$ cat src/rtl/afc_pkg.sv
// shared constants for the api request frame codec ends
`default_nettype none
package afc_pkg;
  localparam logic [7:0] SOF = 8'h7E;
  localparam logic [7:0] TYPE_EXPL = 8'h11;
  localparam logic [7:0] TYPE_REMOTE = 8'h17;
  localparam logic [7:0] TYPE_REMOTE_RSP = 8'h97;
  localparam logic [7:0] TYPE_TX_STATUS = 8'h8B;
  localparam logic [7:0] TYPE_ROUTE_INFO = 8'h8D;
  // absolute byte offsets within a frame
  localparam logic [15:0] OFS_LEN_HI = 16'h0001;
  localparam logic [15:0] OFS_LEN_LO = 16'h0002;
  localparam logic [15:0] OFS_TYPE = 16'h0003;
  localparam logic [15:0] OFS_ID = 16'h0004;
  localparam logic [15:0] OFS_RSV = 16'h000D;
  localparam logic [15:0] OFS_ROPT = 16'h000F;
  localparam logic [15:0] OFS_CMD = 16'h0010;
  localparam logic [15:0] OFS_PARAM = 16'h0012;
  localparam logic [15:0] OFS_CLUSTER = 16'h0011;
  localparam logic [15:0] OFS_TXOPT = 16'h0016;
  localparam logic [15:0] OFS_PAYLOAD = 16'h0017;
  localparam logic [15:0] HDR_BYTES = 16'h0003;
  localparam logic [15:0] REMOTE_QUERY_LEN = 16'h000F;
  localparam logic [15:0] EXPL_FIXED_LEN = 16'h0014;
  // transmit-options byte
  localparam logic [7:0] TXO_FAILURE_NOTICE_OPTION = 8'h04;
  localparam logic [7:0] TXO_TRACE = 8'h08;
  localparam logic [7:0] TXO_SECURE = 8'h10;
  localparam logic [7:0] TXO_USED = 8'hDF;
  localparam logic [7:0] TXO_METHOD = 8'hC0;
  localparam logic [7:0] METHOD_INVALID = 8'h00;
  localparam logic [15:0] SECURE_SHRINK = 16'h0004;
  // remote options byte
  localparam logic [7:0] RO_APPLY = 8'h02;
  localparam logic [7:0] RO_USED = 8'h13;
  localparam logic [15:0] LOOPBACK_CLUSTER = 16'h0012;
  localparam logic [15:0] APPLY_CMD = 16'h4143;
  localparam logic [15:0] RSV_FIELD = 16'hFFFE;
  localparam logic [7:0] DATA_EP = 8'hE8;
  localparam logic [7:0] STAT_OK = 8'h00;
  localparam logic [7:0] STAT_ERR = 8'h01;
  localparam logic [7:0] CSUM_BASE = 8'hFF;
endpackage : afc_pkg
`default_nettype wire

$ cat src/rtl/afc_if.sv
// byte stream carrier joining the host end and the device end
`default_nettype none
interface afc_if;
  logic [7:0] h2d_data;
  logic h2d_valid;
  logic h2d_ready;
  logic [7:0] d2h_data;
  logic d2h_valid;
  logic d2h_ready;
  modport host (output h2d_data, output h2d_valid, input h2d_ready,
                input d2h_data, input d2h_valid, output d2h_ready);
  modport dev (input h2d_data, input h2d_valid, output h2d_ready,
               output d2h_data, output d2h_valid, input d2h_ready);
endinterface : afc_if
`default_nettype wire

$ cat src/rtl/afc_dev_end.sv
// device end: fifo, parser, option handling, responder
// Function
// - tx bit0 disables unicast acks; the device end only passes it on in tx_opts_o
// - tx bit1 stops route discovery; the device end only passes it on in tx_opts_o
// - failure_notice_option bit and failure send 8D
// - trace bit sends 8D frame
// - secure bit, payload limit minus four
// - host zeroes reserved tx bits
// - bits 7:6 pick delivery method
// - zero options use stored defaults
// - nonzero id gets 8B status
// - loopback cluster returns to sender
// - remote request gets matching 97
// - zero id suppresses remote response
// - fixed remote field offsets
// - no parameter means query
// - apply bit or apply command commits
// - remote reserved option bits zero
// - length counts body bytes
// - checksum is ff minus body sum
// - frame opens with delimiter
// - remote requests unicast only; neither end checks the destination
// - tx options at 22, payload 23
`default_nettype none
module afc_fifo #(
  parameter int WIDTH = 8,
  parameter int DEPTH = 8
) (
  input wire logic clk_i, // clock
  input wire logic resetn_i, // async reset, low
  input wire logic [WIDTH-1:0] in_data_i, // write data
  input wire logic in_valid_i, // write request
  output logic in_ready_o, // room available
  output logic [WIDTH-1:0] out_data_o, // head word
  output logic out_valid_o, // head valid
  input wire logic out_ready_i // head taken
);
  localparam int AW = $clog2(DEPTH);
  logic [WIDTH-1:0] mem [DEPTH];
  logic [AW:0] wp_r;
  logic [AW:0] rp_r;
  logic push;
  logic pop;
  assign in_ready_o = (wp_r - rp_r) != (AW+1)'(DEPTH);
  assign out_valid_o = wp_r != rp_r;
  assign out_data_o = mem[rp_r[AW-1:0]];
  assign push = in_valid_i && in_ready_o;
  assign pop = out_valid_o && out_ready_i;
  always_ff @(posedge clk_i) begin
    if (push) begin
      mem[wp_r[AW-1:0]] <= in_data_i;
    end
  end
  always_ff @(posedge clk_i or negedge resetn_i) begin
    if (!resetn_i) begin
      wp_r <= '0;
      rp_r <= '0;
    end else begin
      if (push) begin
        wp_r <= wp_r + 1'b1;
      end
      if (pop) begin
        rp_r <= rp_r + 1'b1;
      end
    end
  end
endmodule : afc_fifo

module afc_dev_end import afc_pkg::*; #(
  parameter logic [15:0] MAX_PAYLOAD = 16'h0040,
  parameter int FIFO_DEPTH = 8
) (
  input wire logic clk_i,               // clock
  input wire logic resetn_i,            // async reset, low
  afc_if.dev link, // frame byte streams
  input wire logic [7:0] dflt_tx_opts_i, // default tx options
  input wire logic [7:0] cur_value_i, // queried value
  input wire logic tx_done_i, // send finished
  input wire logic tx_ok_i, // send succeeded
  output logic tx_start_o, // pulse: start send
  output logic [7:0] tx_opts_o, // effective tx options
  output logic tx_loopback_o, // loopback send
  output logic [15:0] tx_len_o, // payload length
  output logic loop_rx_o, // pulse: loopback returned
  output logic [15:0] param_cmd_o, // command
  output logic [7:0] param_val_o, // committed value
  output logic param_wr_o, // pulse: commit
  output logic param_pend_o // change pending
);
  typedef enum logic [1:0] {
    ST_RX = 2'b00,
    ST_WAIT = 2'b01,
    ST_SEND = 2'b11,
    ST_NEXT = 2'b10
  } afc_dst_t;
  afc_dst_t st_r;
  logic [7:0] rx_d;
  logic rx_v;
  logic rx_rdy;
  logic pop;
  logic [15:0] cnt_r;
  logic [15:0] len_r;
  logic [7:0] sum_r;
  logic [7:0] typ_r;
  logic [7:0] id_r;
  logic [7:0] opt_r;
  logic [15:0] cmd_r;
  logic [7:0] par_r;
  logic [15:0] clu_r;
  logic frm_r;
  logic [7:0] rb_r [6];
  logic [2:0] rlen_r;
  logic route_r;
  logic loop_r;
  logic [15:0] pcmd_r;
  logic [7:0] pval_r;
  logic [3:0] oi_r;
  logic done_r;
  logic [7:0] txd_r;
  logic txv_r;
  logic [7:0] eff;
  logic [15:0] lim;
  logic [15:0] plen;

  afc_fifo #(.WIDTH(8), .DEPTH(FIFO_DEPTH)) u_fifo (
    .clk_i(clk_i),
    .resetn_i(resetn_i),
    .in_data_i(link.h2d_data),
    .in_valid_i(link.h2d_valid),
    .in_ready_o(link.h2d_ready),
    .out_data_o(rx_d),
    .out_valid_o(rx_v),
    .out_ready_i(rx_rdy)
  );
  assign rx_rdy = (st_r == ST_RX) && !frm_r;
  assign pop = rx_v && rx_rdy;
  assign link.d2h_data = txd_r;
  assign link.d2h_valid = txv_r;

  function automatic logic [7:0] csum(input logic [7:0] b [6], input logic [2:0] n);
    logic [7:0] s;
    s = '0;
    for (int i = 0; i < 6; i++) begin
      if (3'(i) < n) begin
        s = s + b[i];
      end
    end
    return CSUM_BASE - s;
  endfunction : csum

  // parser
  always_ff @(posedge clk_i or negedge resetn_i) begin
    if (!resetn_i) begin
      cnt_r <= '0;
      len_r <= '0;
      sum_r <= '0;
      typ_r <= '0;
      id_r <= '0;
      opt_r <= '0;
      cmd_r <= '0;
      par_r <= '0;
      clu_r <= '0;
      frm_r <= 1'b0;
    end else begin
      frm_r <= 1'b0;
      if (pop) begin
        cnt_r <= cnt_r + 16'h0001;
        if (cnt_r == '0) begin
          sum_r <= '0;
          if (rx_d != SOF) begin
            cnt_r <= '0;
          end
        end else if (cnt_r == OFS_LEN_HI) begin
          len_r[15:8] <= rx_d;
        end else if (cnt_r == OFS_LEN_LO) begin
          len_r[7:0] <= rx_d;
        end else if (cnt_r < len_r + HDR_BYTES) begin
          sum_r <= sum_r + rx_d;
          if (cnt_r == OFS_TYPE) typ_r <= rx_d;
          if (cnt_r == OFS_ID) id_r <= rx_d;
          if (cnt_r == OFS_ROPT) opt_r <= rx_d;
          if (cnt_r == OFS_CMD) cmd_r[15:8] <= rx_d;
          if (cnt_r == OFS_CMD + 16'h0001) cmd_r[7:0] <= rx_d;
          if (cnt_r == OFS_PARAM) par_r <= rx_d;
          if (cnt_r == OFS_CLUSTER) clu_r[15:8] <= rx_d;
          if (cnt_r == OFS_CLUSTER + 16'h0001) clu_r[7:0] <= rx_d;
          if (cnt_r == OFS_TXOPT) opt_r <= rx_d;
        end else begin
          cnt_r <= '0;
          frm_r <= (sum_r + rx_d) == CSUM_BASE;
        end
      end
    end
  end

  assign eff = (opt_r == '0) ? dflt_tx_opts_i : opt_r;
  assign plen = len_r - EXPL_FIXED_LEN;
  assign lim = (eff & TXO_SECURE) != '0 ? MAX_PAYLOAD - SECURE_SHRINK : MAX_PAYLOAD;

  // command execution and response choice
  always_ff @(posedge clk_i or negedge resetn_i) begin
    if (!resetn_i) begin
      st_r <= ST_RX;
      for (int i = 0; i < 6; i++) rb_r[i] <= '0;
      rlen_r <= '0;
      route_r <= 1'b0;
      loop_r <= 1'b0;
      pcmd_r <= '0;
      pval_r <= '0;
      tx_start_o <= 1'b0;
      tx_opts_o <= '0;
      tx_loopback_o <= 1'b0;
      tx_len_o <= '0;
      loop_rx_o <= 1'b0;
      param_cmd_o <= '0;
      param_val_o <= '0;
      param_wr_o <= 1'b0;
      param_pend_o <= 1'b0;
    end else begin
      tx_start_o <= 1'b0;
      loop_rx_o <= 1'b0;
      param_wr_o <= 1'b0;
      case (st_r)
        ST_RX: begin
          if (frm_r && typ_r == TYPE_REMOTE) begin
            rb_r[0] <= TYPE_REMOTE_RSP;
            rb_r[1] <= id_r;
            rb_r[2] <= cmd_r[15:8];
            rb_r[3] <= cmd_r[7:0];
            rb_r[4] <= STAT_OK;
            rb_r[5] <= cur_value_i;
            rlen_r <= 3'd5;
            param_cmd_o <= cmd_r;
            if (cmd_r == APPLY_CMD) begin
              param_wr_o <= param_pend_o;
              param_cmd_o <= pcmd_r;
              param_val_o <= pval_r;
              param_pend_o <= 1'b0;
            end else if (len_r == REMOTE_QUERY_LEN) begin
              rlen_r <= 3'd6;
            end else if ((opt_r & RO_APPLY) != '0) begin
              param_wr_o <= 1'b1;
              param_val_o <= par_r;
              param_pend_o <= 1'b0;
            end else begin
              pcmd_r <= cmd_r;
              pval_r <= par_r;
              param_pend_o <= 1'b1;
            end
            if ((opt_r & ~RO_USED) != '0) begin
              rb_r[4] <= STAT_ERR;
            end
            if (id_r != '0) begin
              st_r <= ST_SEND;
            end
          end else if (frm_r && typ_r == TYPE_EXPL) begin
            rb_r[0] <= TYPE_TX_STATUS;
            rb_r[1] <= id_r;
            rb_r[2] <= STAT_ERR;
            rlen_r <= 3'd3;
            route_r <= 1'b0;
            loop_r <= clu_r == LOOPBACK_CLUSTER;
            if ((eff & TXO_METHOD) == METHOD_INVALID || plen > lim) begin
              st_r <= (id_r != '0) ? ST_SEND : ST_RX;
            end else begin
              tx_start_o <= 1'b1;
              tx_opts_o <= eff;
              tx_loopback_o <= clu_r == LOOPBACK_CLUSTER;
              tx_len_o <= plen;
              st_r <= ST_WAIT;
            end
          end
        end
        ST_WAIT: begin
          if (tx_done_i) begin
            rb_r[2] <= tx_ok_i ? STAT_OK : STAT_ERR;
            route_r <= ((eff & TXO_TRACE) != '0) ||
                       ((eff & TXO_FAILURE_NOTICE_OPTION) != '0 && !tx_ok_i);
            loop_rx_o <= loop_r && tx_ok_i;
            if (id_r != '0) begin
              st_r <= ST_SEND;
            end else begin
              st_r <= ST_NEXT;
            end
          end
        end
        ST_SEND: begin
          if (done_r) begin
            st_r <= ST_NEXT;
          end
        end
        ST_NEXT: begin
          if (route_r) begin
            rb_r[0] <= TYPE_ROUTE_INFO;
            rlen_r <= 3'd3;
            route_r <= 1'b0;
            st_r <= ST_SEND;
          end else begin
            st_r <= ST_RX;
          end
        end
        default: st_r <= ST_RX;
      endcase
    end
  end

  // serializer
  always_ff @(posedge clk_i or negedge resetn_i) begin
    if (!resetn_i) begin
      oi_r <= '0;
      done_r <= 1'b0;
      txd_r <= '0;
      txv_r <= 1'b0;
    end else begin
      done_r <= 1'b0;
      if (st_r == ST_SEND && !done_r && (!txv_r || link.d2h_ready)) begin
        oi_r <= oi_r + 4'd1;
        txv_r <= 1'b1;
        if (oi_r == 4'd0) begin
          txd_r <= SOF;
        end else if (oi_r == 4'd1) begin
          txd_r <= '0;
        end else if (oi_r == 4'd2) begin
          txd_r <= {5'b0, rlen_r};
        end else if (oi_r - 4'd3 < {1'b0, rlen_r}) begin
          txd_r <= rb_r[3'(oi_r - 4'd3)];
        end else if (oi_r - 4'd3 == {1'b0, rlen_r}) begin
          txd_r <= csum(rb_r, rlen_r);
        end else begin
          txv_r <= 1'b0;
          oi_r <= '0;
          done_r <= 1'b1;
        end
      end else if (txv_r && link.d2h_ready) begin
        txv_r <= 1'b0;
      end
    end
  end
endmodule : afc_dev_end
`default_nettype wire

$ cat src/flat_wrapper.sv
// flat-port wrapper written by rule: the top's interface ports become plain ports
module afc_dev_end_flat import afc_pkg::*;
#(
  parameter logic [15:0] MAX_PAYLOAD = 16'h0040,
  parameter int FIFO_DEPTH = 8
)
  (clk_i, resetn_i, dflt_tx_opts_i, cur_value_i, tx_done_i, tx_ok_i, tx_start_o, tx_opts_o, tx_loopback_o, tx_len_o, loop_rx_o, param_cmd_o, param_val_o, param_wr_o, param_pend_o, link_h2d_data, link_h2d_valid, link_h2d_ready, link_d2h_data, link_d2h_valid, link_d2h_ready);
  afc_if link_i ();
  input wire logic clk_i;
  input wire logic resetn_i;
  input wire logic [7:0] dflt_tx_opts_i;
  input wire logic [7:0] cur_value_i;
  input wire logic tx_done_i;
  input wire logic tx_ok_i;
  output logic tx_start_o;
  output logic [7:0] tx_opts_o;
  output logic tx_loopback_o;
  output logic [15:0] tx_len_o;
  output logic loop_rx_o;
  output logic [15:0] param_cmd_o;
  output logic [7:0] param_val_o;
  output logic param_wr_o;
  output logic param_pend_o;
  input wire logic [$bits(link_i.h2d_data)-1:0] link_h2d_data;
  input wire logic [$bits(link_i.h2d_valid)-1:0] link_h2d_valid;
  output wire logic [$bits(link_i.h2d_ready)-1:0] link_h2d_ready;
  output wire logic [$bits(link_i.d2h_data)-1:0] link_d2h_data;
  output wire logic [$bits(link_i.d2h_valid)-1:0] link_d2h_valid;
  input wire logic [$bits(link_i.d2h_ready)-1:0] link_d2h_ready;
  assign link_i.h2d_data = link_h2d_data;
  assign link_i.h2d_valid = link_h2d_valid;
  assign link_h2d_ready = link_i.h2d_ready;
  assign link_d2h_data = link_i.d2h_data;
  assign link_d2h_valid = link_i.d2h_valid;
  assign link_i.d2h_ready = link_d2h_ready;
  afc_dev_end #(.MAX_PAYLOAD(MAX_PAYLOAD), .FIFO_DEPTH(FIFO_DEPTH)) u_core (.clk_i(clk_i), .resetn_i(resetn_i), .link(link_i), .dflt_tx_opts_i(dflt_tx_opts_i), .cur_value_i(cur_value_i), .tx_done_i(tx_done_i), .tx_ok_i(tx_ok_i), .tx_start_o(tx_start_o), .tx_opts_o(tx_opts_o), .tx_loopback_o(tx_loopback_o), .tx_len_o(tx_len_o), .loop_rx_o(loop_rx_o), .param_cmd_o(param_cmd_o), .param_val_o(param_val_o), .param_wr_o(param_wr_o), .param_pend_o(param_pend_o));
endmodule
$ cat config.mk
export PLATFORM = sky130hd
export DESIGN_NAME = afc_dev_end_flat
export DESIGN_NICKNAME = d
export VERILOG_FILES = /design/src/rtl/afc_pkg.sv /design/src/rtl/afc_if.sv /design/src/rtl/afc_dev_end.sv /design/src/flat_wrapper.sv
export SDC_FILE = /design/constraint.sdc
export NUM_CORES = 1
export LEC_CHECK = 0
export BUFFER_PORTS_ARGS = -buffer_cell sky130_fd_sc_hd__buf_2
export CAP_MARGIN = 20
export CORE_ASPECT_RATIO = 0.6
export CORE_MARGIN = 2
export CORE_UTILIZATION = 50
export DETAILED_ROUTE_END_ITERATION = 12
export GPL_TIMING_DRIVEN = 0
export PLACE_DENSITY = 0.67
export REMOVE_ABC_BUFFERS = 1
export SLEW_MARGIN = 10
export SYNTH_ARGS = -nofsm -noshare
export SYNTH_HDL_FRONTEND = slang
export SYNTH_HIERARCHICAL = 1
export SYNTH_SLANG_ARGS = --single-unit
$ cat constraint.sdc
create_clock -name clk_i -period 11.8 [get_ports clk_i]
set_input_delay 0.59 -clock clk_i [delete_from_list [all_inputs] [get_ports clk_i]]
set_output_delay 0.59 -clock clk_i [all_outputs]
set_load 0.01 [all_outputs]
==> results of run 1 <==
-- path summary, 6_finish.rpt --
path                                            startpoint                                  end  slack (ns)  depth (start not counted)
setup / recovery               u_core/rb_r[44]$_DFFE_PN0P_  u_core/link.d2h_data[7]$_DFFE_PN0P_        4.23                         31
hold / removal                              cur_value_i[6]           u_core/rb_r[6]$_DFFE_PN0P_        0.20                          3
setup reg to reg               u_core/rb_r[44]$_DFFE_PN0P_  u_core/link.d2h_data[7]$_DFFE_PN0P_        4.23                         31
hold reg to reg            u_core/tx_opts_o[5]$_DFFE_PN0P_      u_core/tx_opts_o[5]$_DFFE_PN0P_        0.48                          2
max in group asynchronous                         resetn_i          u_core/rb_r[25]$_DFFE_PN0P_       10.45                          3
min in group asynchronous                         resetn_i    u_core/u_fifo/wp_r[1]$_DFFE_PN0P_        0.53                          2
-- sequential cells by signal (all words and copies together) (netlist names), 8 cells and up --
name	flops
u_core/clu_r	16
u_core/id_r	8
u_core/param_cmd_o	16
u_core/tx_opts_o	8
u_core/tx_len_o	16
u_core/cmd_r	8
u_core/u_fifo/mem	64
u_core/len_r	16
u_core/pcmd_r	16
u_core/cnt_r	16
u_core/opt_r	8
u_core/param_val_o	8
u_core/rb_r	38
u_core/sum_r	8
u_core/link.d2h_data	8
u_core/pval_r	8
u_core/typ_r	8
-- critical path, delay by kind of cell (launching register included) --
family                   cells  cell delay (ns)
AO/OA/AOI/OAI               10             1.66
XOR/XNOR                     3             0.77
adder cells (fa/ha/maj)      5             1.79
buffers and inverters        2             0.16
flip-flops                   1             1.02
multiplexers                 1             0.20
AND/OR/NAND/NOR             10             1.84
-- metal layers --
metal / vias up / share of wire / GRT usage
li1: 5483 / - / -
met2: 384 / 0.40 / 0.331
met5: - / 0 / 0
met3: 54 / 0.081 / 0.0579
met4: 0 / 0.019 / 0.0480
met1: 5841 / 0.50 / 0.398
-- cells by family (layout without fill, tap and decap cells) --
logic type,count (synthesis),in the layout,share of synthesized area
AO/OA/AOI/OAI,302,302,0.123
XOR/XNOR,58,58,0.0347
adder cells (fa/ha/maj),80,80,0.0654
buffers and inverters,113,215,0.0298
flip-flops,296,296,0.487
multiplexers,146,146,0.117
AND/OR/NAND/NOR,464,464,0.144
-- power groups by stage --
stage,clock network (mW),registers (mW),logic (mW)
after floorplan,0,1.28,0.847
after global placement,0,1.32,1.14
after detailed placement,0,1.31,1.22
after CTS,1.05,1.29,1.23
after global routing,1.09,1.31,1.37
final,1.03,1.30,1.25
-- cell usage after synthesis (6+ instances only) --
cell,number,share of area
a211oi_1,10,0.0047
a21o_1,14,0.0066
a21oi_1,63,0.020
a22o_1,16,0.0088
a31oi_1,8,0.0032
and2_1,14,0.0055
and3_1,24,0.0095
and4_1,7,0.0039
buf_2,17,0.0054
clkbuf_1,37,0.0087
dfrtp_1,232,0.37
edfxtp_1,64,0.12
ha_1,75,0.059
inv_1,48,0.011
mux2_2,109,0.077
mux2i_1,16,0.010
mux4_2,20,0.028
nand2_1,179,0.042
nand2b_1,17,0.0067
nand3_1,36,0.011
nand3b_1,8,0.0038
nand4_1,6,0.0024
nor2_1,85,0.020
nor2b_1,10,0.0039
nor3_1,29,0.0091
nor4_1,14,0.0055
o211ai_1,8,0.0038
o21a_1,8,0.0038
o21ai_0,100,0.032
o21ai_1,6,0.0019
o21bai_1,9,0.0043
o31ai_1,12,0.0057
or3_1,6,0.0024
xnor2_1,27,0.015
xor2_1,28,0.015
-- cell usage in the layout (no fill, tap or decap), types with 12 or more instances in the layout --
master	count
nand2_1	179
nor3_1	29
and3_1	24
a21o_1	14
inv_1	48
a22o_1	16
dfrtp_1	232
a21oi_1	63
mux2_2	109
o21ai_0	100
and2_1	14
nand2b_1	17
xor2_1	28
ha_1	75
nand3_1	36
clkbuf_16	31
buf_2	91
mux4_2	20
nor2_1	85
o31ai_1	12
xnor2_1	27
mux2i_1	16
edfxtp_1	64
-- final cells by class --
cell class              count  area (sq um)
fillers                  2595         13200
multi-input cells        1050          7730
flip-flops and latches    296          7730
clock buffers              37           807
repair buffers            113           771
well taps                 416           520
clock inverters            16           253
inverters                  49           184
==> flow_metrics.env, run 1 <==
export IMPL_first_pass_iters=5
export IMPL_synth_seq_cells=296
export IMPL_die_x_microns=234
export IMPL_synthToLayoutAreaGrowth_pct=13.4
export IMPL_period_share=0.641
export IMPL_synth_cell_type_count=85
export IMPL_layout_drive_gt1_share=0.205
export IMPL_drv_cap=0
export IMPL_syn_inst=1459
export IMPL_place_hpwl_microns=28600
export IMPL_cts_setup_buffers=0
export IMPL_fin_nets=1649
export IMPL_antenna_found_initial=0
export IMPL_slew_violations=0
export IMPL_critPathMaxFanout=26
export IMPL_synth_edf_count=64
export IMPL_gr_total_overflow=0
export IMPL_power_mw=3.58
export IMPL_synth_async_sr_flop_share=0.784
export IMPL_n_antenna_cell=0
export IMPL_power_frac_comb=0.350
export IMPL_post_drt_wl_per_cell_microns=20.1
export IMPL_gp_congestion=0.907
export IMPL_p_sw_mw=1.31
export IMPL_holdBufCountCts=1
export IMPL_path_class="reg -> reg"
export IMPL_clk_pin_slew_ns=0.07
export IMPL_critPathLaunchType="flop"
export IMPL_pwr_share_seq=0.363
export IMPL_grt_use_total=0.246
export IMPL_core_sq_um=31200
export IMPL_drt_iter0_markers=985
export IMPL_p_per_area_nw_per_um2=199
export IMPL_slew_headroom=0.313
export IMPL_grt_max_degree=95
export IMPL_place_ws_ns=4.42
export IMPL_routed_via_density=5.95
export IMPL_fin_skew_ns=0.0167
export IMPL_htree_levels=1
export IMPL_synth_avg_cell_area_sq_um=10.9
export IMPL_cts_tree="built"
export IMPL_fp_row_count=50
export IMPL_slowest_delay_ns=1.02
export IMPL_cts_buffer_depth=3
export IMPL_fin_ws_ns=4.23
export IMPL_drc=0
export IMPL_synthFlopType="dfrtp_1"
export IMPL_cts_buffers=29
export IMPL_hold_viol_final=0
export IMPL_ctsResizeCount=0
export IMPL_p_sw_frac=0.366
export IMPL_placed_area_sq_um=16900
export IMPL_fin_crit_ns=7.57
export IMPL_clock_latency_ns=0.58
export IMPL_crit_path_top_delay_cell="dfrtp_1"
export IMPL_cp_data_required_time_ns=12.27
export IMPL_vias=11800
export IMPL_status="finished clean"
export IMPL_dp_cells=1920
export IMPL_internal_power_mw=2.27
export IMPL_holdWs_ns=0.197
export IMPL_instances_no_fill=1977
export IMPL_worstPathArrival_ns=8.03
export IMPL_worst_pin_slew_ns=1.03
export IMPL_hold_class="in -> reg"
export IMPL_cpMostUsedCell="ha_1"
export IMPL_leakage_nw=8.20
export IMPL_postRouteAntennaNets=0
export IMPL_peakVddDrop_mv=0.127
export IMPL_ys_warn_count=6
export IMPL_setup_tns_ns=0
export IMPL_die_area_sq_um=33200
export IMPL_ys_seq_area_frac=0.487
export IMPL_finalSetupViolCount=0
export IMPL_clkPwrFrac=0.287
export IMPL_endpoint_kind="flop"
export IMPL_start_util=0.508
export IMPL_grt_pass1_wl_microns=63500
export IMPL_fmax_mhz=132
export IMPL_fin_area_sq_um=18000
export IMPL_die_h_microns=142
export IMPL_rsz0062_at_grt="false"
export IMPL_synth_area_sq_um=15900
export IMPL_clock_sinks=296
export IMPL_clockRootBuffer="clkbuf_16"
export IMPL_post_route_util=0.577
export IMPL_numPortBuffers=92
export IMPL_grt_pass1_vias=11200
export IMPL_io_pins=93
export IMPL_routed_wl_microns=39800
Power figures use the tool's default switching activity.
==> run 2, diff against run 1 <==
--- a/config.mk
+++ b/config.mk
@@ -5,6 +5,7 @@
 export SDC_FILE = /design/constraint.sdc
 export NUM_CORES = 1
 export LEC_CHECK = 0
+export ABC_AREA = 1
 export BUFFER_PORTS_ARGS = -buffer_cell sky130_fd_sc_hd__buf_2
 export CAP_MARGIN = 20
 export CORE_ASPECT_RATIO = 0.6
@@ -12,7 +13,7 @@
 export CORE_UTILIZATION = 50
 export DETAILED_ROUTE_END_ITERATION = 12
 export GPL_TIMING_DRIVEN = 0
-export PLACE_DENSITY = 0.67
+export PLACE_DENSITY = 0.66
 export REMOVE_ABC_BUFFERS = 1
 export SLEW_MARGIN = 10
 export SYNTH_ARGS = -nofsm -noshare
==> constraint.sdc (replaced) <==
create_clock -name clk_i -period 7.9 [get_ports clk_i]
set_input_delay 0.395 -clock clk_i [delete_from_list [all_inputs] [get_ports clk_i]]
set_output_delay 0.395 -clock clk_i [all_outputs]
set_load 0.01 [all_outputs]
==> flow_metrics.env, run 2 <==
export IMPL_status="finished clean"
export IMPL_period_share=0.869
export IMPL_clockRootBuffer="clkbuf_16"
export IMPL_rrSetupSlack_ns=1.04
export IMPL_hold_class="in -> reg"
export IMPL_peakVddDrop_mv=0.158
export IMPL_hold_viol_final=0
export IMPL_worst_pin_slew_ns=1.06
export IMPL_clock_sinks=296
export IMPL_synthAdderAreaFrac=0.0636
export IMPL_yosys_area_top_type="dfrtp_1"
export IMPL_synth_xor_area_frac=0.0290
export IMPL_synthFlopType="dfrtp_1"
export IMPL_internal_power_mw=3.26
export IMPL_cpMostUsedCell="nand2_1"
export IMPL_crit_path_top_delay_cell="dfrtp_1"
export IMPL_synth_area_sq_um=16300
export IMPL_worstPathArrival_ns=7.32
export IMPL_io_pins=93
export IMPL_crit_buf_inv=8
export IMPL_setup_tns_ns=0
export IMPL_p_sw_mw=2.49
export IMPL_core_sq_um=32300
export IMPL_cp_data_required_time_ns=8.36
export IMPL_ys_seq_area_frac=0.473
export IMPL_yosys_mux_area_fraction=0.00437
export IMPL_antenna_found_initial=2
export IMPL_synth_most_common_cell="nand2_1"
export IMPL_synth_avg_cell_area_sq_um=8.41
export IMPL_mostFrequentLayoutCell="nand2_1"
export IMPL_start_util=0.506
export IMPL_die_h_microns=144
export IMPL_syn_inst=1941
export IMPL_numPortBuffers=92
export IMPL_drc=0
export IMPL_htree_levels=1
export IMPL_fin_nets=2132
export IMPL_grt_use_total=0.264
export IMPL_synth_async_sr_flop_share=0.784
export IMPL_synth_cell_type_count=65
export IMPL_r2r_end="u_core/link.d2h_data[7]$_DFFE_PN0P_"
export IMPL_holdWs_ns=0.0189
export IMPL_final_cell_mix="417 x nand2_1, 262 x inv_1, 232 x dfrtp_1"
export IMPL_gp_congestion=0.982
export IMPL_slowest_delay_ns=0.77
export IMPL_critPathLaunchType="flop"
export IMPL_p_per_area_nw_per_um2=315
export IMPL_slew_headroom=0.292
export IMPL_postRouteAntennaNets=0
export IMPL_clkPwrFrac=0.251
export IMPL_gr_total_overflow=0
export IMPL_p_sw_frac=0.433
export IMPL_cts_buffers=30
export IMPL_place_ws_ns=1.27
export IMPL_largest_reg_flops=64
export IMPL_grt_pass1_wl_microns=69900
export IMPL_critPathMaxFanout=12
export IMPL_cts_tree="built"
export IMPL_synth_area_leaders="dfrtp_1 36%, edfxtp_1 12%, nand2_1 9.6%"
export IMPL_vias=13700
export IMPL_clk_pin_slew_ns=0.07
export IMPL_die_area_sq_um=34200
export IMPL_layout_drive_gt1_share=0.111
export IMPL_drt_iter0_markers=1562
export IMPL_path_delay_family="simple AND/OR/NAND/NOR gates"
export IMPL_whs_endpoint="u_core/rb_r[0]$_DFFE_PN0P_"
export IMPL_fin_skew_ns=0.0169
export IMPL_whs_path_depth=3
export IMPL_routed_wl_microns=44900
export IMPL_grt_max_degree=109
export IMPL_fp_row_count=51
export IMPL_yosys_area_top_type_share=0.356
export IMPL_r2r_start="u_core/rb_r[44]$_DFFE_PN0P_"
export IMPL_cts_buffer_depth=3
export IMPL_path_class="reg -> reg"
export IMPL_grt_pass1_vias=12300
export IMPL_leakage_nw=9.07
export IMPL_fin_ws_ns=1.04
export IMPL_post_drt_wl_per_cell_microns=18.2
export IMPL_first_pass_iters=5
export IMPL_synth_common_cells="417 x nand2_1, 262 x inv_1, 232 x dfrtp_1"
export IMPL_pwr_share_seq=0.324
export IMPL_fmax_mhz=146
export IMPL_drv_cap=0
export IMPL_ys_warn_count=6
export IMPL_synth_top_family_by_area="simple AND/OR/NAND/NOR gates"
export IMPL_dp_cells=2405
export IMPL_synthToLayoutAreaGrowth_pct=11.9
export IMPL_rsz0062_at_grt="false"
export IMPL_slew_violations=0
export IMPL_place_hpwl_microns=33300
export IMPL_endpoint_kind="flop"
export IMPL_fin_crit_ns=6.86
export IMPL_die_x_microns=237
export IMPL_routed_via_density=5.54
export IMPL_instances_no_fill=2471
export IMPL_power_frac_comb=0.425
export IMPL_synth_edf_count=64
export IMPL_synth_compound_area_frac=0.135
export IMPL_synth_simple_area_share=0.216
export IMPL_clock_latency_ns=0.58
export IMPL_hold_start="cur_value_i[0]"
export IMPL_rr_worst_depth=42
export IMPL_synth_seq_cells=296
export IMPL_finalSetupViolCount=0
==> run 2: cells by family (layout without fill, tap and decap cells) <==
group | count (synthesis) | in the layout
DFF | 296 | 296
and+or+nand+nor | 781 | 781
buffers and inverters | 329 | 434
muxes | 7 | 7
adders and majority gates | 80 | 80
AOI/OAI and AO/OA | 394 | 394
xor gates and xnor gates | 54 | 54
other | 0 | 1
==> run 2: worst max path at each step <==
stage                                            from                                   to  cells after the start
after global placement    u_core/rb_r[44]$_DFFE_PN0P_  u_core/link.d2h_data[7]$_DFFE_PN0P_                     40
after CTS                 u_core/rb_r[44]$_DFFE_PN0P_  u_core/link.d2h_data[7]$_DFFE_PN0P_                     42
after floorplan           u_core/rb_r[44]$_DFFE_PN0P_  u_core/link.d2h_data[7]$_DFFE_PN0P_                     42
after detailed placement  u_core/rb_r[44]$_DFFE_PN0P_  u_core/link.d2h_data[7]$_DFFE_PN0P_                     42
final                     u_core/rb_r[44]$_DFFE_PN0P_  u_core/link.d2h_data[7]$_DFFE_PN0P_                     42
after global routing      u_core/rb_r[44]$_DFFE_PN0P_  u_core/link.d2h_data[7]$_DFFE_PN0P_                     42
==> run 2: layout make-up <==
cell class | instances | area, sq um
tap | 424 | 531
timing repair buffer | 104 | 666
multi-input combinational | 1316 | 7310
antenna | 1 | 2.50
fill | 2977 | 14000
clock inverter | 16 | 136
inverter | 274 | 1030
sequential | 296 | 7730
clock buffer | 40 | 870
==> run 2: stage by stage <==
stage                     cell area, sq um  utilization  total power [mW]
after floorplan                      16100            -              3.48
final                                18300        0.566              5.75
after global placement               17000        0.528              4.18
after CTS                            18200        0.564              5.69
after global routing                 18300        0.566              6.11
after detailed placement             17100        0.531              4.23
==> run 2: worst min-delay path: cells and delay by family <==
family,cells,cell delay (ns)
and+or+nand+nor,2,0.09
buffers and inverters,1,0.08
==> run 2: metal layers <==
metal,vias to the layer above,GRT usage,share of wire
met4,0,0.0424,0.012
met3,45,0.0626,0.091
met1,6548,0.435,0.51
li1,6599,-,-
met2,493,0.346,0.38
met5,-,0,0
==> run 2: power by group through the flow <==
stage | combinational [mW] | sequential, mW | clock (mW)
finish | 2.44 | 1.87 | 1.44
global route | 2.69 | 1.88 | 1.54
CTS | 2.34 | 1.88 | 1.48
detailed placement | 2.32 | 1.91 | 0
global placement | 2.27 | 1.90 | 0
floorplan | 1.62 | 1.86 | 0
==> run 2: repair_timing <==
action / 4_1_cts / 5_1_grt
gates resized for setup: 0 / 0
hold buffers: 5 / 0
setup buffers: 0 / 0
endpoints found under the hold margin: 20 / 0
